**src/logic/lgcf_cfg.svh**
```systemverilog
// Offsets, field positions and reset values of the LED frame register bank.
// Assumes inclusion by lgcf_pkg and by the design modules of this block.
`ifndef LGCF_CFG_SVH
`define LGCF_CFG_SVH

// ==========================================================================
// Frame geometry
`define LGCF_FRAME_W        288
`define LGCF_SHIFT_W        289
`define LGCF_CNT_W          9
`define LGCF_CHANNELS       8
`define LGCF_GS_W           12
`define LGCF_GS_PITCH       36
`define LGCF_GS_SECOND_OFS  24
`define LGCF_DC_W           7
`define LGCF_DC_PITCH       21
`define LGCF_DC_SECOND_OFS  14

// ==========================================================================
// Frame select: offset of the configuration frame, carried in the top bit
`define LGCF_CFG_OFFSET     1'h1

// ==========================================================================
// Configuration frame fields
`define LGCF_CMD_HI         287
`define LGCF_CMD_LO         276
`define LGCF_MASK_BIT       204
`define LGCF_SLEW_BIT       203
`define LGCF_OPEN_V_BIT     202
`define LGCF_SHORT_V_BIT    201
`define LGCF_APS_CUR_BIT    200
`define LGCF_APS_TIME_BIT   199
`define LGCF_MODE_HI        198
`define LGCF_MODE_LO        197
`define LGCF_TIMING_BIT     196
`define LGCF_REPEAT_BIT     195
`define LGCF_RANGE_B_BIT    194
`define LGCF_RANGE_R_BIT    192
`define LGCF_BC_B_HI        191
`define LGCF_BC_B_LO        184
`define LGCF_BC_R_HI        175
`define LGCF_BC_R_LO        168

// ==========================================================================
// Command codes
`define LGCF_CMD_GRESET     12'h25C
`define LGCF_CMD_SELFTEST   12'h535
`define LGCF_CMD_APS        12'h53A
`define LGCF_CMD_NEGTOG     12'h55A
`define LGCF_CMD_IDREAD     12'h5A3
`define LGCF_CMD_CFGREAD    12'h5AC
`define LGCF_CMD_GSREAD     12'h5AF
`define LGCF_CMD_ERRCLR     12'hA53

// ==========================================================================
// Reset values
`define LGCF_GS_RESET       288'h0
`define LGCF_CFG_RESET      (288'h1 << `LGCF_MASK_BIT)
// Identification word, value arbitrary
`define LGCF_ID_VALUE       16'hA5C3

`endif

```
**src/logic/lgcf_pkg.sv**
```systemverilog
// Types shared by the LED frame register bank modules.
// Assumes lgcf_cfg.svh is on the include path.
`include "lgcf_cfg.svh"

package lgcf_pkg;

  // ========================================================================
  // Grayscale counter width
  typedef enum logic [1:0] {
    LGCF_CNT12 = 2'h0,
    LGCF_CNT10 = 2'h1,
    LGCF_CNT8  = 2'h3
  } lgcf_width_e;

  // ========================================================================
  // One-hot command strobes
  typedef struct packed {
    logic greset;
    logic selftest;
    logic aps;
    logic negtog;
    logic idread;
    logic cfgread;
    logic gsread;
    logic errclr;
  } lgcf_cmd_s;

  // ========================================================================
  // Control bits of the configuration frame
  typedef struct packed {
    logic       led_fault_mask;
    logic       slew_slow;
    logic       open_v_high;
    logic       short_v_high;
    logic       aps_cur_high;
    logic       aps_time_long;
    logic [1:0] counter_width_select;
    logic       timing_reset;
    logic       auto_repeat;
    logic       range_b_high;
    logic       range_r_high;
    logic [7:0] second_group_brightness;
    logic [7:0] first_group_brightness;
  } lgcf_ctrl_s;

  // ========================================================================
  // Control state of the frame loader
  typedef enum logic [1:0] {
    LGCF_IDLE  = 2'b00,
    LGCF_SHIFT = 2'b01,
    LGCF_APPLY = 2'b11
  } lgcf_state_e;

endpackage : lgcf_pkg

```
**src/logic/lgcf_cmd_decode.sv**
```systemverilog
// Command and counter width decoder of the LED frame register bank.
// Assumes a stable command field from the configuration frame register.
`timescale 1ns/1ps
`include "lgcf_cfg.svh"

module lgcf_cmd_decode
  import lgcf_pkg::*;
(
  input  wire logic [11:0] cmd,
  input  wire logic [1:0]  mode,
  output lgcf_cmd_s        strobes,
  output lgcf_width_e      width
);

  // ==========================================================================
  // Command match
  function automatic logic is_cmd(input logic [11:0] c, input logic [11:0] code);
    is_cmd = (c == code);
  endfunction : is_cmd

  // Unlisted codes give no strobe at all
  assign strobes.greset   = is_cmd(cmd, `LGCF_CMD_GRESET);
  assign strobes.selftest = is_cmd(cmd, `LGCF_CMD_SELFTEST);
  assign strobes.aps      = is_cmd(cmd, `LGCF_CMD_APS);
  assign strobes.negtog   = is_cmd(cmd, `LGCF_CMD_NEGTOG);
  assign strobes.idread   = is_cmd(cmd, `LGCF_CMD_IDREAD);
  assign strobes.cfgread  = is_cmd(cmd, `LGCF_CMD_CFGREAD);
  assign strobes.gsread   = is_cmd(cmd, `LGCF_CMD_GSREAD);
  assign strobes.errclr   = is_cmd(cmd, `LGCF_CMD_ERRCLR);

  // ==========================================================================
  // Counter width: 0 and 1 both mean 12 bits
  assign width = (mode == 2'h2) ? LGCF_CNT10 :
                 (mode == 2'h3) ? LGCF_CNT8  : LGCF_CNT12;

endmodule : lgcf_cmd_decode

```
**src/logic/lgcf_top.sv**
```systemverilog
// LED grayscale and configuration frame register bank with serial access.
// Assumes sdi, sclk and lat are synchronous to clk and change slower than it.
`timescale 1ns/1ps
`include "lgcf_cfg.svh"

// Behaviour
// - Lowest first-group gray value sits in bits 11..0, reserved 23..12, second-group 35..24.
// - The gray frame is 288 bits with the highest channel in bits 287..252.
// - Each channel index repeats the 36-bit layout, index three spanning bits 143..108.
// - Every gray field and reserved slot is 12 bits, read/write, and zero after reset.
// - The configuration frame is the only listed register, reached at offset one.
// - The 12-bit command field is decoded into eight commands, others doing nothing.
// - Counter mode 0 or 1 selects 12-bit, 2 selects 10-bit and 3 selects 8-bit counting.
// - The LED fault mask resets to one, masking faults, and a zero unmasks them.
module lgcf_top
  import lgcf_pkg::*;
(
  input  wire logic                   clk,
  input  wire logic                   rst,
  input  wire logic                   sdi,
  input  wire logic                   sclk,
  input  wire logic                   lat,
  input  wire logic [15:0]            led_fault_in,
  output logic                        sdo,
  output logic [7:0][11:0]            first_group_gray_value,
  output logic [7:0][11:0]            second_group_gray_value,
  output logic [7:0][6:0]             first_group_dot_correction,
  output logic [7:0][6:0]             second_group_dot_correction,
  output lgcf_ctrl_s                  ctrl,
  output lgcf_width_e                 counter_width,
  output logic                        selftest_pulse,
  output logic                        aps_check_pulse,
  output logic                        negate_toggle,
  output logic [15:0]                 led_fault_status,
  output logic                        led_fault
);

  // ==========================================================================
  // Storage
  logic [`LGCF_SHIFT_W-1:0] shift_r;
  logic [`LGCF_SHIFT_W-1:0] shift_nxt;
  logic [`LGCF_CNT_W-1:0]   count_r;
  logic [`LGCF_CNT_W-1:0]   count_nxt;
  logic [`LGCF_FRAME_W-1:0] gray_r;
  logic [`LGCF_FRAME_W-1:0] config_r;
  logic                     sclk_r;
  logic                     lat_r;
  lgcf_state_e              state_r;
  lgcf_state_e              state_nxt;
  logic                     selftest_r;
  logic                     aps_r;
  logic                     negate_r;
  logic [15:0]              fault_r;
  logic [15:0]              fault_nxt;

  // ==========================================================================
  // Pin edge detection
  logic sclk_rise;
  logic lat_rise;
  logic word_full;
  logic good_latch;
  logic latch_cfg;
  logic latch_gray;

  assign sclk_rise  = sclk & ~sclk_r;
  assign lat_rise   = lat & ~lat_r;
  assign word_full  = (count_r == 9'(`LGCF_SHIFT_W));
  assign good_latch = lat_rise & word_full;
  assign latch_cfg  = good_latch & (shift_r[`LGCF_FRAME_W] == `LGCF_CFG_OFFSET);
  assign latch_gray = good_latch & (shift_r[`LGCF_FRAME_W] != `LGCF_CFG_OFFSET);

  // ==========================================================================
  // Command decode of the stored configuration frame
  lgcf_cmd_s strobes;
  logic      do_cmd;

  lgcf_cmd_decode u_decode (
    .cmd     (config_r[`LGCF_CMD_HI:`LGCF_CMD_LO]),
    .mode    (config_r[`LGCF_MODE_HI:`LGCF_MODE_LO]),
    .strobes (strobes),
    .width   (counter_width)
  );

  // Commands act once, in the cycle after the configuration latch
  assign do_cmd = (state_r == LGCF_APPLY);

  // ==========================================================================
  // Readback word selection
  logic [`LGCF_FRAME_W-1:0] read_word;
  logic                     read_load;

  assign read_load = do_cmd & (strobes.idread | strobes.cfgread | strobes.gsread);
  assign read_word = strobes.gsread  ? gray_r :
                     strobes.cfgread ? config_r :
                     {{(`LGCF_FRAME_W-16){1'b0}}, `LGCF_ID_VALUE};

  // ==========================================================================
  // Shift register and bit counter
  always_comb begin
    shift_nxt = shift_r;
    count_nxt = count_r;
    if (read_load) begin
      shift_nxt = {1'b0, read_word};
      count_nxt = '0;
    end else if (sclk_rise) begin
      shift_nxt = {shift_r[`LGCF_SHIFT_W-2:0], sdi};
      if (!word_full) begin
        count_nxt = count_r + 9'h1;
      end
    end else if (lat_rise) begin
      count_nxt = '0;
    end
  end

  // ==========================================================================
  // Loader state
  always_comb begin
    case (state_r)
      LGCF_IDLE:  state_nxt = sclk_rise ? LGCF_SHIFT : LGCF_IDLE;
      LGCF_SHIFT: state_nxt = latch_cfg ? LGCF_APPLY :
                              lat_rise  ? LGCF_IDLE  : LGCF_SHIFT;
      LGCF_APPLY: state_nxt = LGCF_IDLE;
      default:    state_nxt = LGCF_IDLE;
    endcase
  end

  // ==========================================================================
  // Sticky fault flags: a new fault wins over the clear
  assign fault_nxt = (do_cmd & (strobes.errclr | strobes.greset)) ?
                     led_fault_in : (fault_r | led_fault_in);

  // ==========================================================================
  // Sampling registers
  always_ff @(posedge clk or posedge rst) begin
    if (rst) begin
      sclk_r  <= 1'b0;
      lat_r   <= 1'b0;
      state_r <= LGCF_IDLE;
      shift_r <= '0;
      count_r <= '0;
      fault_r <= 16'h0000;
    end else begin
      sclk_r  <= sclk;
      lat_r   <= lat;
      state_r <= state_nxt;
      shift_r <= shift_nxt;
      count_r <= count_nxt;
      fault_r <= fault_nxt;
    end
  end

  // ==========================================================================
  // Frame registers; global reset restores defaults
  always_ff @(posedge clk or posedge rst) begin
    if (rst) begin
      gray_r   <= `LGCF_GS_RESET;
      config_r <= `LGCF_CFG_RESET;
    end else if (do_cmd && strobes.greset) begin
      gray_r   <= `LGCF_GS_RESET;
      config_r <= `LGCF_CFG_RESET;
    end else if (latch_gray) begin
      gray_r   <= shift_r[`LGCF_FRAME_W-1:0];
    end else if (latch_cfg) begin
      config_r <= shift_r[`LGCF_FRAME_W-1:0];
    end
  end

  // ==========================================================================
  // Diagnostic command outputs
  always_ff @(posedge clk or posedge rst) begin
    if (rst) begin
      selftest_r <= 1'b0;
      aps_r      <= 1'b0;
      negate_r   <= 1'b0;
    end else begin
      selftest_r <= do_cmd & strobes.selftest;
      aps_r      <= do_cmd & strobes.aps;
      negate_r   <= negate_r ^ (do_cmd & strobes.negtog);
    end
  end

  assign selftest_pulse   = selftest_r;
  assign aps_check_pulse  = aps_r;
  assign negate_toggle    = negate_r;
  assign led_fault_status = fault_r;
  // Mask high hides all LED faults from led_fault; led_fault_status still shows them
  assign led_fault        = (|fault_r) & ~config_r[`LGCF_MASK_BIT];

  // ==========================================================================
  // Serial out: top bit of the shift register feeds the next device
  assign sdo = shift_r[`LGCF_SHIFT_W-1];

  // ==========================================================================
  // Per-channel field extraction
  genvar ch;
  generate
    for (ch = 0; ch < `LGCF_CHANNELS; ch++) begin : g_chan
      localparam int GS_BASE = ch * `LGCF_GS_PITCH;
      localparam int DC_BASE = ch * `LGCF_DC_PITCH;
      // First group at the base, reserved slot, then second group
      assign first_group_gray_value[ch] =
        gray_r[GS_BASE +: `LGCF_GS_W];
      assign second_group_gray_value[ch] =
        gray_r[GS_BASE + `LGCF_GS_SECOND_OFS +: `LGCF_GS_W];
      assign first_group_dot_correction[ch] =
        config_r[DC_BASE +: `LGCF_DC_W];
      assign second_group_dot_correction[ch] =
        config_r[DC_BASE + `LGCF_DC_SECOND_OFS +: `LGCF_DC_W];
    end
  endgenerate

  // Highest channel tops out at bit 287 of the gray frame

  // ==========================================================================
  // Control bit fields of the configuration frame
  assign ctrl.led_fault_mask          = config_r[`LGCF_MASK_BIT];
  assign ctrl.slew_slow               = config_r[`LGCF_SLEW_BIT];
  assign ctrl.open_v_high             = config_r[`LGCF_OPEN_V_BIT];
  assign ctrl.short_v_high            = config_r[`LGCF_SHORT_V_BIT];
  assign ctrl.aps_cur_high            = config_r[`LGCF_APS_CUR_BIT];
  assign ctrl.aps_time_long           = config_r[`LGCF_APS_TIME_BIT];
  assign ctrl.counter_width_select    = config_r[`LGCF_MODE_HI:`LGCF_MODE_LO];
  assign ctrl.timing_reset            = config_r[`LGCF_TIMING_BIT];
  assign ctrl.auto_repeat             = config_r[`LGCF_REPEAT_BIT];
  assign ctrl.range_b_high            = config_r[`LGCF_RANGE_B_BIT];
  assign ctrl.range_r_high            = config_r[`LGCF_RANGE_R_BIT];
  assign ctrl.second_group_brightness = config_r[`LGCF_BC_B_HI:`LGCF_BC_B_LO];
  assign ctrl.first_group_brightness  = config_r[`LGCF_BC_R_HI:`LGCF_BC_R_LO];

endmodule : lgcf_top

```
**config.mk**
```make
export PLATFORM = sky130hd
export DESIGN_NAME = lgcf_top
export DESIGN_NICKNAME = d
export VERILOG_FILES = /design/src/logic/lgcf_pkg.sv /design/src/logic/lgcf_cmd_decode.sv /design/src/logic/lgcf_top.sv
export VERILOG_INCLUDE_DIRS = /design/src /design/src/logic
export SDC_FILE = /design/constraint.sdc
export NUM_CORES = 2
export LEC_CHECK = 0
export BUFFER_PORTS_ARGS = -buffer_cell sky130_fd_sc_hd__buf_4
export CORE_ASPECT_RATIO = 1.2
export CORE_MARGIN = 10
export CORE_UTILIZATION = 40
export CTS_CLUSTER_DIAMETER = 50
export DETAILED_ROUTE_END_ITERATION = 12
export GPL_TIMING_DRIVEN = 0
export PLACE_DENSITY_LB_ADDON = 0.05
export SLEW_MARGIN = 20
export SYNTH_ARGS = -nofsm -noshare
export SYNTH_HDL_FRONTEND = slang
export SYNTH_SLANG_ARGS = --single-unit
```
**constraint.sdc**
```tcl
create_clock -name clk -period 45.3 [get_ports clk]
set_clock_uncertainty 0.1 [all_clocks]
set_input_delay 2.265 -clock clk [delete_from_list [all_inputs] [get_ports clk]]
set_output_delay 2.265 -clock clk [all_outputs]
set_load 0.005 [all_outputs]
```
Word-level counts from Yosys, hierarchy flattened
Cells that the tools add are included.
- output and inout bits: 355
- input bits: 21
- flip-flop bits (word level): 897
- word-level logic and storage cells: 76
- multiplexer cells: 20
- add/subtract/negate cells: 1
- equal/unequal tests: 15
- reductions and logical operators: 9
- bitwise logic cells: 20
- operators with widths (kind ; count):
    two-way mux 288 bit ; 7
    two-way mux 289 bit ; 2
    equality test 12 x 11 -> 1 bit, second input constant ; 6
    two-way mux 9 bit ; 4
    two-way mux 16 bit ; 1
    bitwise OR 16 bit ; 1
    OR reduction 16 bit ; 1
    equality test 12 x 10 -> 1 bit, second input constant ; 1
    equality test 12 bit, second input constant ; 1
    AND 1 bit ; 11
    adder 9 x 1 -> 9 bit, second input constant ; 1
    equality test 9 bit, second input constant ; 1
    equality test 2 bit, second input constant ; 3
    two-way mux 2 bit ; 3
    nonzero test 2 bit ; 3
    inverter 1 bit ; 4
    one-hot mux 2 bit (2 select lines) ; 1
    AND reduction 2 bit ; 2
    != test 3 x 2 -> 1 bit, second input constant ; 1
    bitwise OR 1 bit ; 3
    nonzero test 3 bit ; 1
    equality test 2 x 1 -> 1 bit, second input constant ; 1
    zero test 2 bit ; 1
    two-way mux 1 bit ; 2
    3 further kinds ; 3

Longest topological paths before layout
- word-level depth: 7
- depth in mapped cells: 9

Cells and area by module
Synthesis repeated with hierarchy kept, for this count alone.
- cell total of the unflattened synthesis: 3392
- area, all modules: 38632.1 um2
- by module, submodules not included (module ; area each (um2) ; cells an instance ; times used ; seq. area each (um2)):
    lgcf_top ; 38461.9 ; 3371 ; 1 ; 22447.8
    lgcf_cmd_decode ; 170.2 ; 21 ; 1 ; 0.0

Least setup slack after synthesis
Ideal clock, no wire load.
- kind: input-to-reg
- start point: input lat
- end point: register config_r[118]
- path slack: 41.735 ns
- cell stages on the path: 7
- path buffers: 3
- arrival time: 3.387 ns
- data required time: 45.123 ns
- library setup time: 0.077 ns
- path through: nor2b_1 -> and4_1 -> buf_4 -> buf_4 -> buf_2 -> nand2_1 -> a21oi_1
- word-level cells in the longest chain between the ends: 5
- elaborated cells between the ends (all ways): 7
- classes of those cells: 1 x eq/ne; 4 x bitwise; 2 x reduce/logical
- ends and longest elaborated chain (item ; line ; text):
    from (decl) ; lgcf_top.sv:22 ; input wire logic lat,
    AND 1 bit * ; lgcf_top.sv:66 ; assign lat_rise = lat & ~lat_r;
    AND 1 bit * ; lgcf_top.sv:68 ; assign good_latch = lat_rise & word_full;
    AND 1 bit, on equally long branches ; lgcf_top.sv:70, lgcf_top.sv:69 ;
    != test 2 x 1 -> 1 bit (no source line) or nonzero test 2 bit (tied branches) ; -- ;
    AND reduction 2 bit (no source line) * ; -- ;
    to (signal assigned) ; lgcf_top.sv:157 ; config_r <= `LGCF_CFG_RESET;
    to (signal assigned) ; lgcf_top.sv:160 ; config_r <= `LGCF_CFG_RESET;
    to (signal assigned) ; lgcf_top.sv:164 ; config_r <= shift_r[`LGCF_FRAME_W-1:0];
    to (decl) ; lgcf_top.sv:45 ; logic [`LGCF_FRAME_W-1:0] config_r;
Every way passes the cells marked *; elsewhere a longest branch is shown, timed or not.
A chain may end at the register's enable or synchronous reset.

Worst setup path after layout
- start point: register fault_r[3], in the netlist led_fault_status[3]
- end point: output led_fault
- word-level cells in the longest chain between the ends: 2
- ends and longest elaborated chain (item ; line ; text):
    from (decl) ; lgcf_top.sv:53 ; logic [15:0] fault_r;
    from (signal assigned) ; lgcf_top.sv:148 ; fault_r <= fault_nxt;
    OR reduction 16 bit ; lgcf_top.sv:187 ; assign led_fault = (|fault_r) & ~config_r[`LGCF_MASK_BIT];
    AND 1 bit ; lgcf_top.sv:187 ;
    to (decl) ; lgcf_top.sv:35 ; output logic led_fault
No other way between the ends.

==> results.toml <==
[final_layout]
area_delta_synth_final_pct = 20.74
layout_common_cells = "nand2_1, dfrtp_1, buf_4, a21oi_1, a211oi_1"
fill_cells = 10540
drive_above_1_share = 0.2090
final_common_cell = "nand2_1"
final_area_sq_mm = 0.05274
nets = 5464

[clock_tree]
cts_buffers = 115
clock_sinks = 897
clk_latency_ns = 0.71
cts_buffer_depth = 3
postCtsSetupBuffers = 0
cts_tree = "built"
root_buffer = "clkbuf_16"
cts_resized = 0
cts-hold-fix-buffers = 0
htreeDepth = 3
cts.clk_slew.worst_paths_ns = 0.06

[timing]
tns_ns = 0
fin_ws_ns = 41.01
rsz0062_at_grt = "false"
period_needed_ns = 4.286
hold_viol = 0
period_share = 0.09462
slew_headroom = 0.2245
setup_viol = 0
worstMarginPinSlew_ns = 1.163
fmax_ghz = 0.2333
drv_slew = 0

[synthesis]
synth_edf_count = 0
synth_warnings = 0
ys_seq_elements = 897
synth-async-reset-ratio = 1.000
synthCells = 4939
netlist_area_sq_mm = 0.04368
avgSynthCellArea_sq_um = 8.845
synth.net_count = 4962
synth-main-ff-cell = "dfrtp_1"
yosysSeqAreaShare = 0.5139
synth.distinct_cells = 51

[grt]
antenna_found_initial = 4
grt_pass1_wl_mm = 233.6
met1_usage = 0.3165
grt_max_degree = 101
global_route.usage.met3 = 0.03574
grt_use_met2 = 0.3981
gr-total-overflow = 0
track_usage = 0.2386
top_usage_layer = "met2"
grt_pass1_vias = 38390

[placed_design]
place.gp.congestion = 0.8219
pre_cts_ws_ns = 40.50
dpl.hpwl_mm = 101.1
io_buffers = 375
post_dp_cell_area_sq_mm = 0.04855

[detailed_routing]
drt-pass1-iter-count = 5
vias_per_cell = 5.464
routed_wl_mm = 150.4
avgRoutedWirePerCell_microns = 21.65
dr.first_iter.drc_count = 2796
num_vias = 37950
drc = 0
drtAntennaViolNets = 0

[critical_path]
critical_path.cell_chain = "nor4_1 -> a41oi_1 -> buf_4"
required_ns = 42.94
crit_path_max_incr_delay_ns = 0.46
path_class = "reg -> out"
critical-path-top-delay-family = "simple AND/OR/NAND/NOR gates"
crit_buf_inv = 1
slowest_stage = "nor4_1"
startpoint_type = "flip-flop"
end_kind = "output pin"
crit_arrival_ns = 1.92
critPathMaxFanout = 3

[pwr]
p_leak_nw = 23.81
clkPwrFrac = 0.497
ir_worst_vdd_mv = 0.02783
swShare = 0.2454
p_int_w = 0.001529
combPwrFrac = 0.049
powerDensity_mw_per_mm2 = 38.41
switching_power_w = 0.0004971
p_seq_frac = 0.454
power_w = 0.002026

[floorplan]
die_h_microns = 382.0
start_util = 0.4038
fp-row-count = 132
num_io_pins = 376
die_x_microns = 321.7
die-area_sq_mm = 0.1229
coreArea_sq_mm = 0.1082

[hold_path]
hp-class = "reg -> reg"

[status]
status = "complete, no violations"

[flow_run]
maxCapViolations = 0
[area by class of cell]
class	instances	area, sq um	area share
Antenna cell	1	2.502	0.00004745
Inverter	2	15.01	0.0002847
Clock inverter	57	874.6	0.01658
Timing Repair Buffer	385	3090	0.05859
Multi-Input combinational cell	3259	16640	0.3156
Clock buffer	156	3319	0.06294
Sequential cell	897	22450	0.4256
Tap cell	1407	1760	0.03338
Buffer	781	4589	0.08701
[synth_stat cells, types with 3 or more instances]
cell | count | area share
a31oi_1 | 272 | 0.039
nand4bb_1 | 3 | 0.00077
a22o_1 | 268 | 0.054
a21oi_1 | 581 | 0.067
mux2i_1 | 21 | 0.0048
and4bb_2 | 3 | 0.00086
clkbuf_1 | 209 | 0.018
a311oi_1 | 5 | 0.0010
buf_1 | 6 | 0.00052
o21bai_1 | 8 | 0.0014
nor4_1 | 7 | 0.0010
a21o_1 | 23 | 0.0040
nor2_1 | 11 | 0.00095
nand2_1 | 1707 | 0.15
o21ai_0 | 6 | 0.00069
and2_1 | 6 | 0.00086
dfrtp_1 | 896 | 0.51
buf_4 | 377 | 0.065
nand4_1 | 6 | 0.00086
xnor2_1 | 3 | 0.00060
a211oi_1 | 277 | 0.048
a22oi_1 | 3 | 0.00052
and4_1 | 3 | 0.00060
buf_2 | 188 | 0.022
o22ai_1 | 12 | 0.0017
[through the flow]
stage / cells / hold slack [ns] / util
after floorplan: 4939 / 0.3387 / -
after global placement: 6721 / 0.3660 / 0.4461
after detailed placement: 6731 / 0.3774 / 0.4488
after CTS: 6944 / 0.3803 / 0.4875
after global routing: 6944 / 0.4149 / 0.4875
final: 6945 / 0.3771 / 0.4876
[logic make-up (layout without fill, tap and decap cells)]
| logic type | after synthesis | in the layout | synth area share |
|---|---|---|---|
| multiplexers | 23 | 23 | 0.005327 |
| AND/OR/NAND/NOR | 1773 | 1773 | 0.1577 |
| flip-flops | 897 | 897 | 0.5139 |
| other | 0 | 1 | 0 |
| XOR/XNOR | 3 | 3 | 0.0006016 |
| buffers and inverters | 783 | 1381 | 0.1052 |
| adder cells (fa/ha/maj) | 2 | 2 | 0.0005727 |
| AO/OA/AOI/OAI | 1458 | 1458 | 0.2167 |
[power by group through the flow]
stage / logic, W / clock network, W / registers, W
5_1_grt: 0.000114 / 0.00106 / 0.000928
3_5_place_dp: 0.000100 / 0 / 0.000932
4_1_cts: 0.000101 / 0.00102 / 0.000918
3_3_place_gp: 0.0000947 / 0 / 0.000935
2_1_floorplan: 0.0000767 / 0 / 0.000911
6_report: 0.0000992 / 0.00101 / 0.000920
[layer usage]
layer | wire length [microns] | up-vias
met5 | 13 | -
met4 | 3964 | 2
met3 | 8385 | 223
met2 | 73130 | 1062
met1 | 64870 | 18930
li1 | - | 17720
[sequential cells by signal, indices dropped and copies added (netlist names)]
| signal | flops |
|---|---|
| shift_r | 289 |
| config_r | 288 |
| gray_r | 288 |
| led_fault_status | 16 |
| count_r | 9 |
| state_r | 2 |
| aps_check_pulse | 1 |
| lat_r | 1 |
| negate_toggle | 1 |
| sclk_r | 1 |
| selftest_pulse | 1 |
[worst paths after layout]
kind / depth (start not counted) / slack, ns / endpoint / from
worst max-delay path: 3 / 41.01 / led_fault / led_fault_status[3]
worst min-delay path: 1 / 0.38 / negate_toggle / negate_toggle
worst max register to register: 7 / 42.36 / config_r[117] / count_r[0]
worst min register to register: 1 / 0.38 / negate_toggle / negate_toggle
max in group asynchronous: 6 / 41.40 / config_r[181] / rst
min in group asynchronous: 2 / 1.43 / config_r[74] / rst
Power figures use the tool's default switching activity.
